$ cat config.mk
export PLATFORM = sky130hd
export DESIGN_NAME = ptb_timer_bank
export DESIGN_NICKNAME = d
export VERILOG_FILES = /design/src/core/ptb_pkg.sv /design/src/core/ptb_tick.sv /design/src/core/ptb_timer_bank.sv
export SDC_FILE = /design/constraint.sdc
export NUM_CORES = 1
export LEC_CHECK = 0
export BUFFER_PORTS_ARGS = -buffer_cell sky130_fd_sc_hd__buf_2
export CAP_MARGIN = 25
export CORE_MARGIN = 2
export CORE_UTILIZATION = 49
export CTS_BUF_LIST = sky130_fd_sc_hd__clkbuf_8
export CTS_CLUSTER_SIZE = 40
export DETAILED_ROUTE_END_ITERATION = 8
export PLACE_DENSITY = 0.7
export SYNTH_ARGS = -nofsm -noshare
export SYNTH_HDL_FRONTEND = slang
export SYNTH_SLANG_ARGS = --single-unit
$ cat constraint.sdc
create_clock -name core_clk_i -period 5.6 [get_ports core_clk_i]
set_input_delay 0.56 -clock core_clk_i [delete_from_list [all_inputs] [get_ports core_clk_i]]
set_output_delay 0.56 -clock core_clk_i [all_outputs]
set_load 0.1 [all_outputs]
$ cat src/core/ptb_pkg.sv
// Purpose: Shared constants and types for the pairable timer bank
// Assumes: 32-bit Avalon-MM register bus, one clock domain
// Notes:   Each timer owns four word registers in a 16-byte slot
package ptb_pkg;

  localparam int NUM_TMR  = 8;
  localparam int NUM_PAIR = 4;
  localparam int CW       = 16;
  localparam int AW       = 7;

  // Register index inside a timer slot (byte address = slot*16 + index*4)
  localparam logic [1:0] REG_CTRL = 2'h0;
  localparam logic [1:0] REG_PER  = 2'h1;
  localparam logic [1:0] REG_CNT  = 2'h2;
  localparam logic [1:0] REG_STAT = 2'h3;

  // Control register bit positions
  localparam int CB_RUN       = 15;
  localparam int CB_IDLE_STOP = 13;
  localparam int CB_SRUN      = 12;
  localparam int CB_GATE      = 6;
  localparam int CB_PS        = 4;
  localparam int CB_JOIN      = 3;
  localparam int CB_CS        = 1;

  // Status register bit positions
  localparam int SB_FLAG = 0;
  localparam int SB_IE   = 1;

  // Prescaler terminal counts for 1:1, 1:8, 1:64, 1:256
  localparam logic [7:0] PS_TERM1   = 8'h00;
  localparam logic [7:0] PS_TERM8   = 8'h07;
  localparam logic [7:0] PS_TERM64  = 8'h3F;
  localparam logic [7:0] PS_TERM256 = 8'hFF;

  localparam logic [CW-1:0] PER_RST = 16'hFFFF;
  localparam logic [CW-1:0] CNT_RST = 16'h0000;

  typedef struct packed {
    logic       run;
    logic       idle_stop;
    logic       srun;
    logic       gate;
    logic [1:0] presc;
    logic       pair_join_bit;
    logic       cs;
  } ptb_ctl_type;

  localparam ptb_ctl_type CTL_RST = '0;

  typedef struct packed {
    logic tick;
    logic gate_fall;
  } ptb_evt_type;

  typedef enum logic [1:0] {
    BUS_IDLE = 2'b01,
    BUS_ACK  = 2'b10
  } ptb_bus_type;

endpackage

$ cat src/core/ptb_tick.sv
// Purpose: Counting-clock source for one timer: pin sync, gate, prescaler
// Assumes: ext and gate pins are asynchronous to core_clk_i
// Notes:   Emits a one-cycle tick per prescaled counting clock
`timescale 1ns/1ps
module ptb_tick
  import ptb_pkg::*;
(
  input  wire logic        core_clk_i,
  input  wire logic        rst_i,
  input  wire ptb_ctl_type ctl_i,
  input  wire logic        hold_i,
  input  wire logic        ext_pin_i,
  input  wire logic        gate_pin_i,
  output ptb_evt_type      evt_o
);

  logic [2:0]  ext_sync_ff;
  logic [2:0]  gate_sync_ff;
  logic [7:0]  pre_ff;
  ptb_evt_type evt_ff;
  logic [7:0]  nxt_pre;
  ptb_evt_type nxt_evt;
  logic [7:0]  term;
  logic        src;

  always_comb
  begin
    case (ctl_i.presc)
      2'h0:    term = PS_TERM1;
      2'h1:    term = PS_TERM8;
      2'h2:    term = PS_TERM64;
      default: term = PS_TERM256;
    endcase
    // External clock counts rising edges; internal clock may be gated
    if (ctl_i.cs)
      src = ext_sync_ff[1] & ~ext_sync_ff[2];
    else
      src = ~ctl_i.gate | gate_sync_ff[1];
    nxt_pre = pre_ff;
    nxt_evt = '0;
    if (!ctl_i.run || hold_i)
      nxt_pre = 8'h00;
    else if (src)
    begin
      if (pre_ff == term)
      begin
        nxt_pre      = 8'h00;
        nxt_evt.tick = 1'b1;
      end
      else
        nxt_pre = pre_ff + 8'h01;
    end
    nxt_evt.gate_fall = ctl_i.run & ctl_i.gate & ~ctl_i.cs
                        & gate_sync_ff[2] & ~gate_sync_ff[1];
  end

  always_ff @(posedge core_clk_i)
  begin
    if (rst_i)
    begin
      ext_sync_ff  <= 3'h0;
      gate_sync_ff <= 3'h0;
      pre_ff       <= 8'h00;
      evt_ff       <= '0;
    end
    else
    begin
      ext_sync_ff  <= {ext_sync_ff[1:0], ext_pin_i};
      gate_sync_ff <= {gate_sync_ff[1:0], gate_pin_i};
      pre_ff       <= nxt_pre;
      evt_ff       <= nxt_evt;
    end
  end

  assign evt_o = evt_ff;
endmodule

$ cat src/core/ptb_timer_bank.sv
// Purpose: Bank of eight 16-bit timers in four joinable pairs
// Assumes: Avalon-MM slave; idle_i and sleep_i come from the local power
//          controller on core_clk_i; ext_clk_i and gate_i are pins
// Notes:   Each timer slot holds control, period, count and status words
// Functional notes
// - Pair runs joined 32-bit or two 16-bit
// - Separate timers keep all synchronous 16-bit modes
// - Joined pair: 32-bit timer or synchronous counter
// - Joined 32-bit period match raises interrupt request
// - Only pair zero feeds capture/compare time bases
// - Pair zero triggers first converter
// - Pair one triggers second converter
// - Every timer: synchronous timer or counter
// - Even timer low word, odd timer high
// - Joined: odd control ignored, even control used
// - Even clock/gate, odd flag reports match
// - Period high from odd, low from even
// - Count high in odd, low in even
// - Two-bit prescale field per timer
// - Only pair zero timers request DMA
// - Configurable running in idle and sleep
//
// Local design decisions: the address map and the Avalon-MM slave port.
`timescale 1ns/1ps
module ptb_timer_bank
  import ptb_pkg::*;
(
  input  wire logic          core_clk_i,
  input  wire logic          rst_i,
  input  wire logic [AW-1:0] avs_address_i,
  input  wire logic          avs_read_i,
  input  wire logic          avs_write_i,
  input  wire logic [31:0]   avs_writedata_i,
  input  wire logic [3:0]    avs_byteenable_i,
  output logic [31:0]        avs_readdata_o,
  output logic               avs_waitrequest_o,
  input  wire logic [7:0]    ext_clk_i,
  input  wire logic [7:0]    gate_i,
  input  wire logic          idle_i,
  input  wire logic          sleep_i,
  output logic [7:0]         irq_req_o,
  output logic [CW-1:0]      cmp_base0_o,
  output logic [CW-1:0]      cmp_base1_o,
  output logic               adc1_trig_o,
  output logic               adc2_trig_o,
  output logic [1:0]         dma_req_o
);

  ptb_ctl_type   ctl_ff   [NUM_TMR];
  logic [CW-1:0] per_ff   [NUM_TMR];
  logic [CW-1:0] cnt_ff   [NUM_TMR];
  logic [7:0]    flag_ff;
  logic [7:0]    ie_ff;
  ptb_bus_type   bus_ff;
  logic          wait_ff;
  logic [31:0]   rdata_ff;
  logic [7:0]    irq_ff;
  logic [1:0]    adc_ff;
  logic [1:0]    dma_ff;

  ptb_ctl_type   nxt_ctl  [NUM_TMR];
  logic [CW-1:0] nxt_per  [NUM_TMR];
  logic [CW-1:0] nxt_cnt  [NUM_TMR];
  logic [7:0]    nxt_flag;
  logic [7:0]    nxt_ie;
  ptb_bus_type   nxt_bus;
  logic          nxt_wait;
  logic [31:0]   nxt_rdata;

  ptb_evt_type   evt      [NUM_TMR];
  logic [7:0]    hold;
  logic [7:0]    match;
  logic [7:0]    gate_ev;
  logic [2:0]    idx;
  logic [1:0]    rsel;
  logic          wr_take;
  logic [15:0]   wmask;
  logic [15:0]   wdat;

  function automatic logic [15:0] ctl_word(ptb_ctl_type c);
    logic [15:0] w;
    w            = 16'h0000;
    w[CB_RUN]    = c.run;
    w[CB_IDLE_STOP] = c.idle_stop;
    w[CB_SRUN]   = c.srun;
    w[CB_GATE]   = c.gate;
    w[CB_PS+:2]  = c.presc;
    w[CB_JOIN]   = c.pair_join_bit;
    w[CB_CS]     = c.cs;
    return w;
  endfunction

  function automatic ptb_ctl_type word_ctl(logic [15:0] w, logic odd);
    ptb_ctl_type c;
    c.run   = w[CB_RUN];
    c.idle_stop = w[CB_IDLE_STOP];
    c.srun  = w[CB_SRUN];
    c.gate  = w[CB_GATE];
    c.presc = w[CB_PS+:2];
    c.pair_join_bit = w[CB_JOIN] & ~odd;
    c.cs    = w[CB_CS];
    return c;
  endfunction

  assign idx     = avs_address_i[6:4];
  assign rsel    = avs_address_i[3:2];
  assign wr_take = (bus_ff == BUS_ACK) & avs_write_i;
  assign wmask   = {{8{avs_byteenable_i[1]}}, {8{avs_byteenable_i[0]}}};
  assign wdat    = avs_writedata_i[15:0];

  // One counting-clock source per timer
  for (genvar t = 0; t < NUM_TMR; t++)
  begin : g_tick
    assign hold[t] = (idle_i & ctl_ff[t].idle_stop)
                     | (sleep_i & ~ctl_ff[t].srun);
    ptb_tick u_tick (
      .core_clk_i (core_clk_i),
      .rst_i      (rst_i),
      .ctl_i      (ctl_ff[t]),
      .hold_i     (hold[t]),
      .ext_pin_i  (ext_clk_i[t]),
      .gate_pin_i (gate_i[t]),
      .evt_o      (evt[t])
    );
  end

  // Bus handshake: one wait cycle, then a single acknowledge cycle
  always_comb
  begin
    nxt_bus   = bus_ff;
    nxt_wait  = 1'b1;
    nxt_rdata = rdata_ff;
    case (bus_ff)
      BUS_IDLE:
      begin
        if (avs_read_i || avs_write_i)
        begin
          nxt_bus   = BUS_ACK;
          nxt_wait  = 1'b0;
          nxt_rdata = 32'h0000_0000;
          if (rsel == REG_CTRL)
            nxt_rdata[15:0] = ctl_word(ctl_ff[idx]);
          else if (rsel == REG_PER)
            nxt_rdata[15:0] = per_ff[idx];
          else if (rsel == REG_CNT)
            nxt_rdata[15:0] = cnt_ff[idx];
          else
          begin
            nxt_rdata[SB_FLAG] = flag_ff[idx];
            nxt_rdata[SB_IE]   = ie_ff[idx];
          end
        end
      end
      default:
        nxt_bus = BUS_IDLE;
    endcase
  end

  // Counting, pairing and register writes
  always_comb
  begin
    nxt_cnt = cnt_ff;
    nxt_ctl = ctl_ff;
    nxt_per = per_ff;
    nxt_ie  = ie_ff;
    match   = 8'h00;
    gate_ev = 8'h00;
    for (int p = 0; p < NUM_PAIR; p++)
    begin
      if (ctl_ff[2*p].pair_join_bit)
      begin
        // Even timer's clock and gate drive the joined count
        if (evt[2*p].tick)
        begin
          if ({cnt_ff[2*p+1], cnt_ff[2*p]} == {per_ff[2*p+1], per_ff[2*p]})
          begin
            {nxt_cnt[2*p+1], nxt_cnt[2*p]} = 32'h0000_0000;
            match[2*p+1] = 1'b1;
          end
          else
            {nxt_cnt[2*p+1], nxt_cnt[2*p]} =
              32'({cnt_ff[2*p+1], cnt_ff[2*p]} + 32'h0000_0001);
        end
        gate_ev[2*p+1] = evt[2*p].gate_fall;
      end
      else
      begin
        for (int h = 0; h < 2; h++)
        begin
          if (evt[2*p+h].tick)
          begin
            if (cnt_ff[2*p+h] == per_ff[2*p+h])
            begin
              nxt_cnt[2*p+h] = CNT_RST;
              match[2*p+h]   = 1'b1;
            end
            else
              nxt_cnt[2*p+h] = cnt_ff[2*p+h] + 16'h0001;
          end
          gate_ev[2*p+h] = evt[2*p+h].gate_fall;
        end
      end
    end
    // Software writes win over counting on the count register
    if (wr_take)
    begin
      if (rsel == REG_CTRL)
        nxt_ctl[idx] = word_ctl((ctl_word(ctl_ff[idx]) & ~wmask) | (wdat & wmask), idx[0]);
      else if (rsel == REG_PER)
        nxt_per[idx] = (per_ff[idx] & ~wmask) | (wdat & wmask);
      else if (rsel == REG_CNT)
        nxt_cnt[idx] = (cnt_ff[idx] & ~wmask) | (wdat & wmask);
      else if (avs_byteenable_i[0])
        nxt_ie[idx] = avs_writedata_i[SB_IE];
    end
    // Flags: write one to clear, a hardware event in the same cycle wins
    nxt_flag = flag_ff;
    if (wr_take && rsel == REG_STAT && avs_byteenable_i[0] && avs_writedata_i[SB_FLAG])
      nxt_flag[idx] = 1'b0;
    nxt_flag = nxt_flag | match | gate_ev;
  end

  always_ff @(posedge core_clk_i)
  begin
    if (rst_i)
    begin
      for (int t = 0; t < NUM_TMR; t++)
      begin
        ctl_ff[t] <= CTL_RST;
        per_ff[t] <= PER_RST;
        cnt_ff[t] <= CNT_RST;
      end
      flag_ff  <= 8'h00;
      ie_ff    <= 8'h00;
      bus_ff   <= BUS_IDLE;
      wait_ff  <= 1'b1;
      rdata_ff <= 32'h0000_0000;
      irq_ff   <= 8'h00;
      adc_ff   <= 2'h0;
      dma_ff   <= 2'h0;
    end
    else
    begin
      ctl_ff   <= nxt_ctl;
      per_ff   <= nxt_per;
      cnt_ff   <= nxt_cnt;
      flag_ff  <= nxt_flag;
      ie_ff    <= nxt_ie;
      bus_ff   <= nxt_bus;
      wait_ff  <= nxt_wait;
      rdata_ff <= nxt_rdata;
      irq_ff   <= nxt_flag & nxt_ie;
      adc_ff   <= {match[3], match[1]};
      dma_ff   <= match[1:0] | gate_ev[1:0];
    end
  end

  assign avs_readdata_o    = rdata_ff;
  assign avs_waitrequest_o = wait_ff;
  assign irq_req_o         = irq_ff;
  assign cmp_base0_o       = cnt_ff[0];
  assign cmp_base1_o       = cnt_ff[1];
  assign adc1_trig_o       = adc_ff[0];
  assign adc2_trig_o       = adc_ff[1];
  assign dma_req_o         = dma_ff;
endmodule

# Yosys cells after proc, flatten, opt, wreduce, memory -nomap -nowiden

Index checks and enable logic that the tools add are counted.

Bitwise operators: 140
Magnitude comparators: 4
Muxes and demuxes: 138
Add/sub/neg operators: 20
Reduce and logical (&&, ||, !) cells: 51
Equality and inequality tests: 41

Operators with widths:

| operator              | number |
|---|---|
| $mux 128              | 4 |
| $mux 32               | 12 |
| $mux 16               | 23 |
| $bwmux 128            | 2 |
| $pmux 8 s3            | 8 |
| $mux 8                | 17 |
| $add 16x1->16 const B | 8 |
| $add 32x1->32 const B | 4 |
| $eq 16x16->1          | 8 |
| $eq 32x32->1          | 4 |
| $bmux 16 s3           | 2 |
| $add 8x1->8 const B   | 8 |
| $and 16x16->16        | 4 |
| $bwmux 64             | 1 |
| $eq 8x8->1            | 8 |
| $mux 1                | 60 |
| $and 1x1->1           | 58 |
| $not 1->1             | 51 |
| $demux 16 s3          | 1 |
| $or 16x16->16         | 3 |
| $bmux 8 s3            | 1 |
| $demux 8 s3           | 1 |
| $reduce_or 3->1       | 8 |
| $eq 2x2->1 const B    | 11 |
| 24 further kinds      | 87 |

Input bits: 65
Logic and storage cells: 514
Output and inout port bits: 77
Register bits after elaboration: 495

# Logic depth before layout (Yosys ltp)

Gate-level depths: netlist of the first run.

Depth after elaboration: 11
Depth in mapped cells: 11

# Cells and area by module

A second synthesis of the first run with hierarchy kept.

Cells, all modules: 3318
Area, all modules: 27751.6 um^2

Modules (own cells, without submodules):

| module         | area each (um^2) | sequential area each (um^2) | times used | cells each |
|---|---|---|---|---|
| ptb_timer_bank | 21996.1          | 7347.0                      | 1          | 2758 |
| ptb_tick       | 719.4            | 320.3                       | 8          | 70 |

# Worst setup path before layout of the first run

OpenSTA, ideal clock, no wires.

Path type: input to register
Start: input port avs_address_i[4]
End: register cnt_ff[77] (netlist name)
Buffers on the path: 3
Arrival: 2363 ps
Path slack: 3115 ps
Stages on the path: 8
Required time: 5478 ps
Cells stage by stage: buf_2 buf_2 buf_4 mux2_2 a221oi_1 o22ai_1 o21a_1 a221o_1

Longest elaborated chain between the ends: 11
Elaborated cells between the ends (all ways): 16
Those cells by class: order compare (2); mux (10); bitwise (3); reduce/logical (1)

Ends and longest elaborated chain:

| element                                    | line                  | source |
|---|---|---|
| start: declaration                         | ptb_timer_bank.sv:30  | `input wire logic [AW-1:0] avs_address_i,` |
| $not 3->4 *                                | ptb_timer_bank.sv:212 | `nxt_cnt[idx] = (cnt_ff[idx] & ~wmask) \| (wdat & wmask);` |
| $bmux 16 s3                                | ptb_timer_bank.sv:212 |  |
| $mux 16 (implied by the code) (2 in a row) | ptb_timer_bank.sv:212 |  |
| $and 16x16->16                             | ptb_timer_bank.sv:212 |  |
| $or 16x16->16                              | ptb_timer_bank.sv:212 |  |
| $bwmux 128 *                               | ptb_timer_bank.sv:212 |  |
| $mux 128 *                                 | ptb_timer_bank.sv:211 | `else if (rsel == REG_CNT)` |
| $mux 128 *                                 | ptb_timer_bank.sv:209 | `else if (rsel == REG_PER)` |
| $mux 128 *                                 | ptb_timer_bank.sv:207 | `if (rsel == REG_CTRL)` |
| $mux 128 *                                 | ptb_timer_bank.sv:205 | `if (wr_take)` |
| end signal: assignment                     | ptb_timer_bank.sv:246 | `cnt_ff <= nxt_cnt;` |
| end: declaration                           | ptb_timer_bank.sv:51  | `logic [CW-1:0] cnt_ff [NUM_TMR];` |

Every way passes the cells marked *; elsewhere a longest branch is shown, timed or not. The select of a mux whose other input is x is not followed.
A chain may end at the register's enable or synchronous reset.

# Final worst setup path of the first run

Start: register cnt_ff[1] (netlist name)
End: register irq_ff[7], in the netlist irq_req_o[7]

Longest elaborated chain between the ends: 7
Elaborated cells between the ends (all ways): 10
Those cells by class: eq/ne (2); mux (5); bitwise (3)

Ends and longest elaborated chain:

| element                                             | line                                         | source |
|---|---|---|
| $eq 32x32->1 / $eq 16x16->1 (equally long branches) | ptb_timer_bank.sv:175, ptb_timer_bank.sv:192 |  |
| $mux 1 (on tied branches)                           | ptb_timer_bank.sv:175, ptb_timer_bank.sv:192 |  |
| $mux 1 (on tied branches)                           | ptb_timer_bank.sv:173, ptb_timer_bank.sv:190 |  |
| $mux 1 *                                            | ptb_timer_bank.sv:170                        | `if (ctl_ff[2*p].pair_join_bit)` |
| $or 8x8->8 * (2 in a row)                           | ptb_timer_bank.sv:220                        | `nxt_flag = nxt_flag \| match \| gate_ev;` |
| $and 8x8->8 *                                       | ptb_timer_bank.sv:252                        | `irq_ff <= nxt_flag & nxt_ie;` |
| end signal: assignment                              | ptb_timer_bank.sv:252                        |  |
| end: declaration                                    | ptb_timer_bank.sv:57                         | `logic [7:0] irq_ff;` |

Every way passes the cells marked *; elsewhere a longest branch is shown, timed or not.

==> results of run 1 <==
==> metrics by stage <==
step | utilization (%) | hold slack (ns) | power (mW) | instance area, um^2
3_5_place_dp | 50.5 | 0.422 | 4.35 | 27700
5_1_grt | 54.0 | 0.0648 | 8.01 | 29600
3_3_place_gp | 50.4 | 0.416 | 4.35 | 27600
4_1_cts | 53.8 | 0.0494 | 7.79 | 29500
6_report | 54.0 | 0.0805 | 7.83 | 29600
2_1_floorplan | - | 0.414 | 4.11 | 27100
==> cells in the mapped netlist (17+ instances only) <==
master / n
buf_4: 53
mux2_2: 30
nor4_1: 39
inv_1: 51
nand3b_1: 18
a31oi_1: 41
o21ai_0: 106
a22oi_1: 18
a221oi_1: 49
buf_2: 37
a21oi_1: 157
xor2_1: 169
nor2b_1: 76
xnor2_1: 84
nand2_1: 445
and3_1: 36
and4_1: 17
a211oi_1: 33
clkbuf_1: 166
nand3_1: 179
dfxtp_1: 495
mux2i_1: 78
o211ai_1: 92
nand4_1: 83
o22ai_1: 34
and2_1: 25
nor3_1: 38
mux4_2: 28
nor2_1: 307
a221o_1: 31
==> worst min path at each step <==
stage                                             endpoint  slack [ns]  cells past startpoint
final                     g_tick[6].u_tick.gate_sync_ff[0]        0.08                      2
after detailed placement   g_tick[0].u_tick.ext_sync_ff[1]        0.42                      1
after global placement    g_tick[4].u_tick.gate_sync_ff[1]        0.42                      1
after CTS                 g_tick[6].u_tick.gate_sync_ff[0]        0.05                      2
after floorplan            g_tick[0].u_tick.ext_sync_ff[1]        0.41                      1
after global routing      g_tick[7].u_tick.gate_sync_ff[0]        0.06                      2
==> power by group through the flow <==
stage | sequential (mW) | combinational [mW] | clock, mW
final | 3.59 | 0.743 | 3.50
after global routing | 3.59 | 0.743 | 3.68
after CTS | 3.59 | 0.687 | 3.51
after detailed placement | 3.66 | 0.685 | 0
after global placement | 3.66 | 0.681 | 0
after floorplan | 3.75 | 0.355 | 0
==> worst max-delay path, cell delays in order (launching register included) <==
cell and delay [ns]:
dfxtp_1 0.59, xor2_1 0.13, nor4_1 0.52, nand4_1 0.70, o21ai_0 0.90, o22ai_1 0.25
a21boi_0 0.45
==> layout make-up <==
cell class,count,area [um^2]
inverters,55,209
diodes,4,10.0
flip-flops and latches,495,9910
multi-input cells,2490,15800
fillers,5145,25200
clock buffers,115,1580
well taps,704,881
repair buffers,161,1050
clock inverters,40,236
==> routing by layer <==
metal / track usage, % / wire, um
met1: 45.3 / 39400
met3: 15.5 / 16200
met4: 24.9 / 9030
met5: 1.13 / 113
met2: 51.5 / 42700
==> logic make-up (layout without fill, tap and decap cells) <==
family / Yosys count / after routing / synth area share (%)
AO/OA/AOI/OAI: 736 / 736 / 18.8
XOR/XNOR: 253 / 253 / 8.19
adder cells (fa/ha/maj): 16 / 16 / 0.740
buffers and inverters: 330 / 371 / 5.54
flip-flops: 495 / 495 / 36.6
multiplexers: 137 / 137 / 6.56
other: 1 / 20 / 0.0139
AND/OR/NAND/NOR: 1332 / 1332 / 23.5
==> flip-flops by register name, summed over array words and instances (netlist names) <==
name and cells:
adc_ff 2, irq_req_o 8, cnt_ff 96, ie_ff 8, g_tick.u_tick.ext_sync_ff 24, avs_readdata_o 16, cmp_base1_o 16, bus_ff 2
avs_waitrequest_o 1, g_tick.u_tick.pre_ff 64, flag_ff 8, g_tick.u_tick.evt_o 16, ctl_ff 64, cmp_base0_o 16, per_ff 128, g_tick.u_tick.gate_sync_ff 24
dma_req_o 2
==> flow_metrics.env, run 1 <==
export IMPL_setup_ws_ns=1.89
export IMPL_setup_viol=0
export IMPL_worstHoldStart="gate_i[6]"
export IMPL_worstSetupPathType="register to register"
export IMPL_root_buffer="clkbuf_8"
export IMPL_overflow=0
export IMPL_fin_crit_sh_pct=66.3
export IMPL_io_pins=142
export IMPL_synth_top_cell_area_share_pct=36.6
export IMPL_synth_cell_types=93
export IMPL_grt_first_pass_wirelength_um=156000
export IMPL_final_cells=4064
export IMPL_cts_sinks=495
export IMPL_grt_antenna_before_repair=7
export IMPL_final_setup_skew_ns=0.0388
export IMPL_finalSetupTns_ns=0
export IMPL_pre_cts_ws_ns=1.59
export IMPL_powerDensity_nw_per_um2=264
export IMPL_placementRows=86
export IMPL_worstHoldPathType="input pin to register"
export IMPL_p_int_mw=5.64
export IMPL_portBuffers=105
export IMPL_violations="DRC"
export IMPL_comb_power_share_pct=9.5
export IMPL_fin_crit_ns=3.71
export IMPL_critPathLaunchType="register"
export IMPL_netlist_area_um2=27100
export IMPL_cp_required_ns=6.12
export IMPL_rsz0062_at_grt="false"
export IMPL_first_pass_iters=9
export IMPL_grt_max_degree=146
export IMPL_clk_insertion_delay_late_ns=0.71
export IMPL_routabilityCongestion=1.14
export IMPL_cap_violations=0
export IMPL_max_slew_margin_pct=16.0
export IMPL_synthCells=3300
export IMPL_crit_arrival_ns=4.24
export IMPL_post_cts_resized=0
export IMPL_max_slew_worst_pin_slew_ns=1.25
export IMPL_synth_largest_area_cell="dfxtp_1"
export IMPL_max_vdd_ir_drop_uv=247
export IMPL_postRouteAntennaNets=0
export IMPL_dp_cells=3899
export IMPL_status="complete, but fails checks"
export IMPL_mostFrequentLayoutCells="495 x dfxtp_1, 445 x nand2_1, 306 x nor2_1, 179 x nand3_1, 169 x xor2_1"
export IMPL_drc=2
export IMPL_r2r_end="irq_req_o[7]"
export IMPL_rr_startpoint="cnt_ff[1]"
export IMPL_seq_area_frac_synth_pct=36.6
export IMPL_drive_gt1_share_pct=12.1
export IMPL_die_h_um=239
export IMPL_final_max_slew_viol_count=0
export IMPL_cts_htree_levels=3
export IMPL_cts_buffer_depth=3
export IMPL_grtUsageTotal_pct=36.7
export IMPL_die_w_um=239
export IMPL_initial_core_util_pct=49.3
export IMPL_cts_buffers=86
export IMPL_ys_ff_latch=495
export IMPL_vias=27180
export IMPL_syn_area_per_cell_um2=8.20
export IMPL_fmax_ghz=0.269
export IMPL_seqPwrFrac_pct=45.8
export IMPL_wl_per_cell_um=26.4
export IMPL_fin_nets=3370
export IMPL_endpoint_kind="register"
export IMPL_cts_tree="done"
export IMPL_synthFlopType="dfxtp_1"
export IMPL_syn_to_final_growth_pct=9.51
export IMPL_clk_pin_slew_ns=0.06
export IMPL_reg2reg_depth=6
export IMPL_drt_wl_total_um=107000
export IMPL_yosysWarnings=0
export IMPL_synth_area_top_cells="dfxtp_1 37%, nand2_1 6.2%, xor2_1 5.5%"
export IMPL_post_cts_buffers=0
export IMPL_first_iter_violations=4331
export IMPL_dp_hpwl_um=77100
export IMPL_vias_per_cell=6.69
export IMPL_hold_viol=0
export IMPL_grt_pass1_vias=24082
export IMPL_final_common_cell="dfxtp_1"
export IMPL_async_reset_ff_share_pct=0
export IMPL_core_area_um2=54900
export IMPL_die_area_um2=57100
export IMPL_crit_end="irq_req_o[7]"
export IMPL_r2r_slack_ns=1.89
export IMPL_clockPowerShare_pct=44.7
export IMPL_power_switching_mw=2.20
export IMPL_p_leak_nw=11.1
export IMPL_synth_enable_flop_cells=0
export IMPL_crit_path_start="cnt_ff[1]"
export IMPL_hold_buffers=0
export IMPL_cp_max_fo=16
export IMPL_switching_share_pct=28.1
Power figures use the tool's default switching activity.
==> inputs of run 2 (changes only) <==
==> constraint.sdc (replaced) <==
create_clock -name core_clk_i -period 3.74 [get_ports core_clk_i]
set_input_delay 0.374 -clock core_clk_i [delete_from_list [all_inputs] [get_ports core_clk_i]]
set_output_delay 0.374 -clock core_clk_i [all_outputs]
set_load 0.1 [all_outputs]
==> run 2 against run 1 <==
The run now ends clean; combinational power is 59% higher; clock skew shrank 0.017 ns; non-clock buffer count up 143.
==> flow_metrics.env, run 2 (same netlist as run 1, synthesis figures left out) <==
export IMPL_wl_per_cell_um=28.2
export IMPL_worstHoldPathType="input pin to register"
export IMPL_placementRows=86
export IMPL_final_common_cell="dfxtp_1"
export IMPL_fillers=5159
export IMPL_clk_insertion_delay_late_ns=0.72
export IMPL_first_iter_violations=4014
export IMPL_cpPeakStageDelay_ns=0.71
export IMPL_worstSetupPathType="register to register"
export IMPL_grt_first_pass_wirelength_um=170000
export IMPL_cts_sinks=495
export IMPL_root_buffer="clkbuf_8"
export IMPL_r2r_slack_ns=0.57
export IMPL_p_int_mw=8.73
export IMPL_p_leak_nw=11.9
export IMPL_cap_violations=0
export IMPL_io_pins=142
export IMPL_core_area_um2=54900
export IMPL_cts_buffers=88
export IMPL_grt_max_degree=158
export IMPL_cp_max_fo=6
export IMPL_mostFrequentLayoutCells="495 x dfxtp_1, 445 x nand2_1, 306 x nor2_1, 179 x nand3_1, 179 x buf_4"
export IMPL_final_cells=4212
export IMPL_die_h_um=239
export IMPL_fmax_ghz=0.315
export IMPL_initial_core_util_pct=49.3
export IMPL_clockPowerShare_pct=46.1
export IMPL_critical_path_slowest_cell="nor3_1"
export IMPL_final_setup_skew_ns=0.0214
export IMPL_rsz0062_at_grt="false"
export IMPL_final_max_slew_viol_count=0
export IMPL_clk_pin_slew_ns=0.07
export IMPL_grtUsageTotal_pct=40.8
export IMPL_switching_share_pct=28.2
export IMPL_status="complete, no violations"
export IMPL_finalPower_mw=12.2
export IMPL_drive_gt1_share_pct=15.2
export IMPL_reg_top3="per_ff: 128 flops, cnt_ff: 96 flops"
export IMPL_syn_to_final_growth_pct=13.9
export IMPL_grt_antenna_before_repair=8
export IMPL_crit_end="cnt_ff[15]"
export IMPL_setup_ws_ns=0.568
export IMPL_finalSetupTns_ns=0
export IMPL_critPathLaunchType="register"
export IMPL_largest_reg_flops=128
export IMPL_fin_crit_sh_pct=84.8
export IMPL_crit_arrival_ns=3.75
export IMPL_cp_required_ns=4.31
export IMPL_dp_hpwl_um=87000
export IMPL_comb_power_share_pct=9.7
export IMPL_power_switching_mw=3.43
export IMPL_fin_nets=3515
export IMPL_routabilityCongestion=1.08
export IMPL_dp_cells=4031
export IMPL_die_area_um2=57100
export IMPL_first_pass_iters=6
export IMPL_powerDensity_nw_per_um2=394
export IMPL_cts_buffer_depth=3
export IMPL_fin_crit_ns=3.17
export IMPL_registers_top_by_ff_count="per_ff"
export IMPL_vias=27631
export IMPL_cts_tree="done"
export IMPL_hold_viol=0
export IMPL_path_buf_inv=0
export IMPL_max_vdd_ir_drop_uv=520
export IMPL_postRouteAntennaNets=0
export IMPL_portBuffers=105
export IMPL_max_slew_margin_pct=25.2
export IMPL_grt_pass1_vias=24718
export IMPL_post_cts_resized=0
export IMPL_drt_wl_total_um=119000
export IMPL_endpoint_kind="register"
export IMPL_cp_common_cell="a211oi_1"
export IMPL_vias_per_cell=6.56
export IMPL_cts_htree_levels=3
export IMPL_die_w_um=239
export IMPL_cp_depth=7
export IMPL_post_cts_buffers=0
export IMPL_seqPwrFrac_pct=44.1
export IMPL_drc=0
export IMPL_crit_chain="xor2_1 > nor4_1 > nand4_1 > nor3_1 > a211oi_1 > a211oi_1 > o41ai_1"
export IMPL_overflow=0
export IMPL_crit_family="simple AND/OR/NAND/NOR gates"
export IMPL_pre_cts_ws_ns=0.685
export IMPL_r2r_end="cnt_ff[15]"
export IMPL_crit_path_start="cnt_ff[21]"
export IMPL_rr_startpoint="cnt_ff[21]"
export IMPL_reg2reg_depth=7
export IMPL_setup_viol=0
export IMPL_max_slew_worst_pin_slew_ns=1.12
==> run 2: stage by stage <==
stage               cell area (um^2)  utilization, %  hold slack, ns
global route                   30800            56.1          0.0361
floorplan                      27100               -           0.414
global placement               28700            52.3           0.415
CTS                            30800            56.1         0.00137
finish                         30800            56.2          0.0486
detailed placement             28700            52.3           0.423
==> run 2: how the worst min path moves through the flow <==
stage / start / endpoint / slack (ns) / depth (start not counted)
3_5_place_dp: g_tick[1].u_tick.ext_sync_ff[0] / g_tick[1].u_tick.ext_sync_ff[1] / 0.42 / 1
3_3_place_gp: g_tick[6].u_tick.ext_sync_ff[0] / g_tick[6].u_tick.ext_sync_ff[1] / 0.42 / 1
5_1_grt: avs_writedata_i[1] / ie_ff[5] / 0.04 / 3
2_1_floorplan: g_tick[0].u_tick.ext_sync_ff[0] / g_tick[0].u_tick.ext_sync_ff[1] / 0.41 / 1
6_report: avs_writedata_i[1] / ie_ff[4] / 0.05 / 3
4_1_cts: avs_writedata_i[1] / ie_ff[5] / 0.001 / 3
==> run 2: power by group through the flow <==
stage | registers [mW] | clock network [mW] | logic (mW)
after CTS | 5.36 | 5.66 | 1.12
after global placement | 5.48 | 0 | 1.11
after global routing | 5.37 | 5.91 | 1.18
after detailed placement | 5.48 | 0 | 1.11
final | 5.37 | 5.61 | 1.18
after floorplan | 5.62 | 0 | 0.531
==> run 2: final cells by class <==
type / instances / area (um^2) / area share [%]
clock buffers: 115 / 1580 / 5.13
diodes: 5 / 12.5 / 0.0406
well taps: 704 / 881 / 2.86
clock inverters: 44 / 365 / 1.19
multi-input cells: 2490 / 15700 / 51.0
flip-flops and latches: 495 / 9910 / 32.1
inverters: 55 / 209 / 0.678
repair buffers: 304 / 2150 / 6.97
==> run 2: timing repair <==
action	in CTS	in global routing
hold buffers	16	0
hold endpoints to repair	16	0
setup endpoints to repair	0	0
==> run 2: metal layers <==
metal	vias to the layer above	GRT usage [%]	routed length, um
met3	549	11.9	14700
met4	10	31.1	11000
met5	-	0	107
met1	12935	51.1	44100
met2	1981	59.2	48700
li1	12156	-	-
==> run 2: tightest hold or removal path: stages <==
cell and delay (ns):
buf_2 0.17, nand3_1 0.09, a21oi_1 0.07
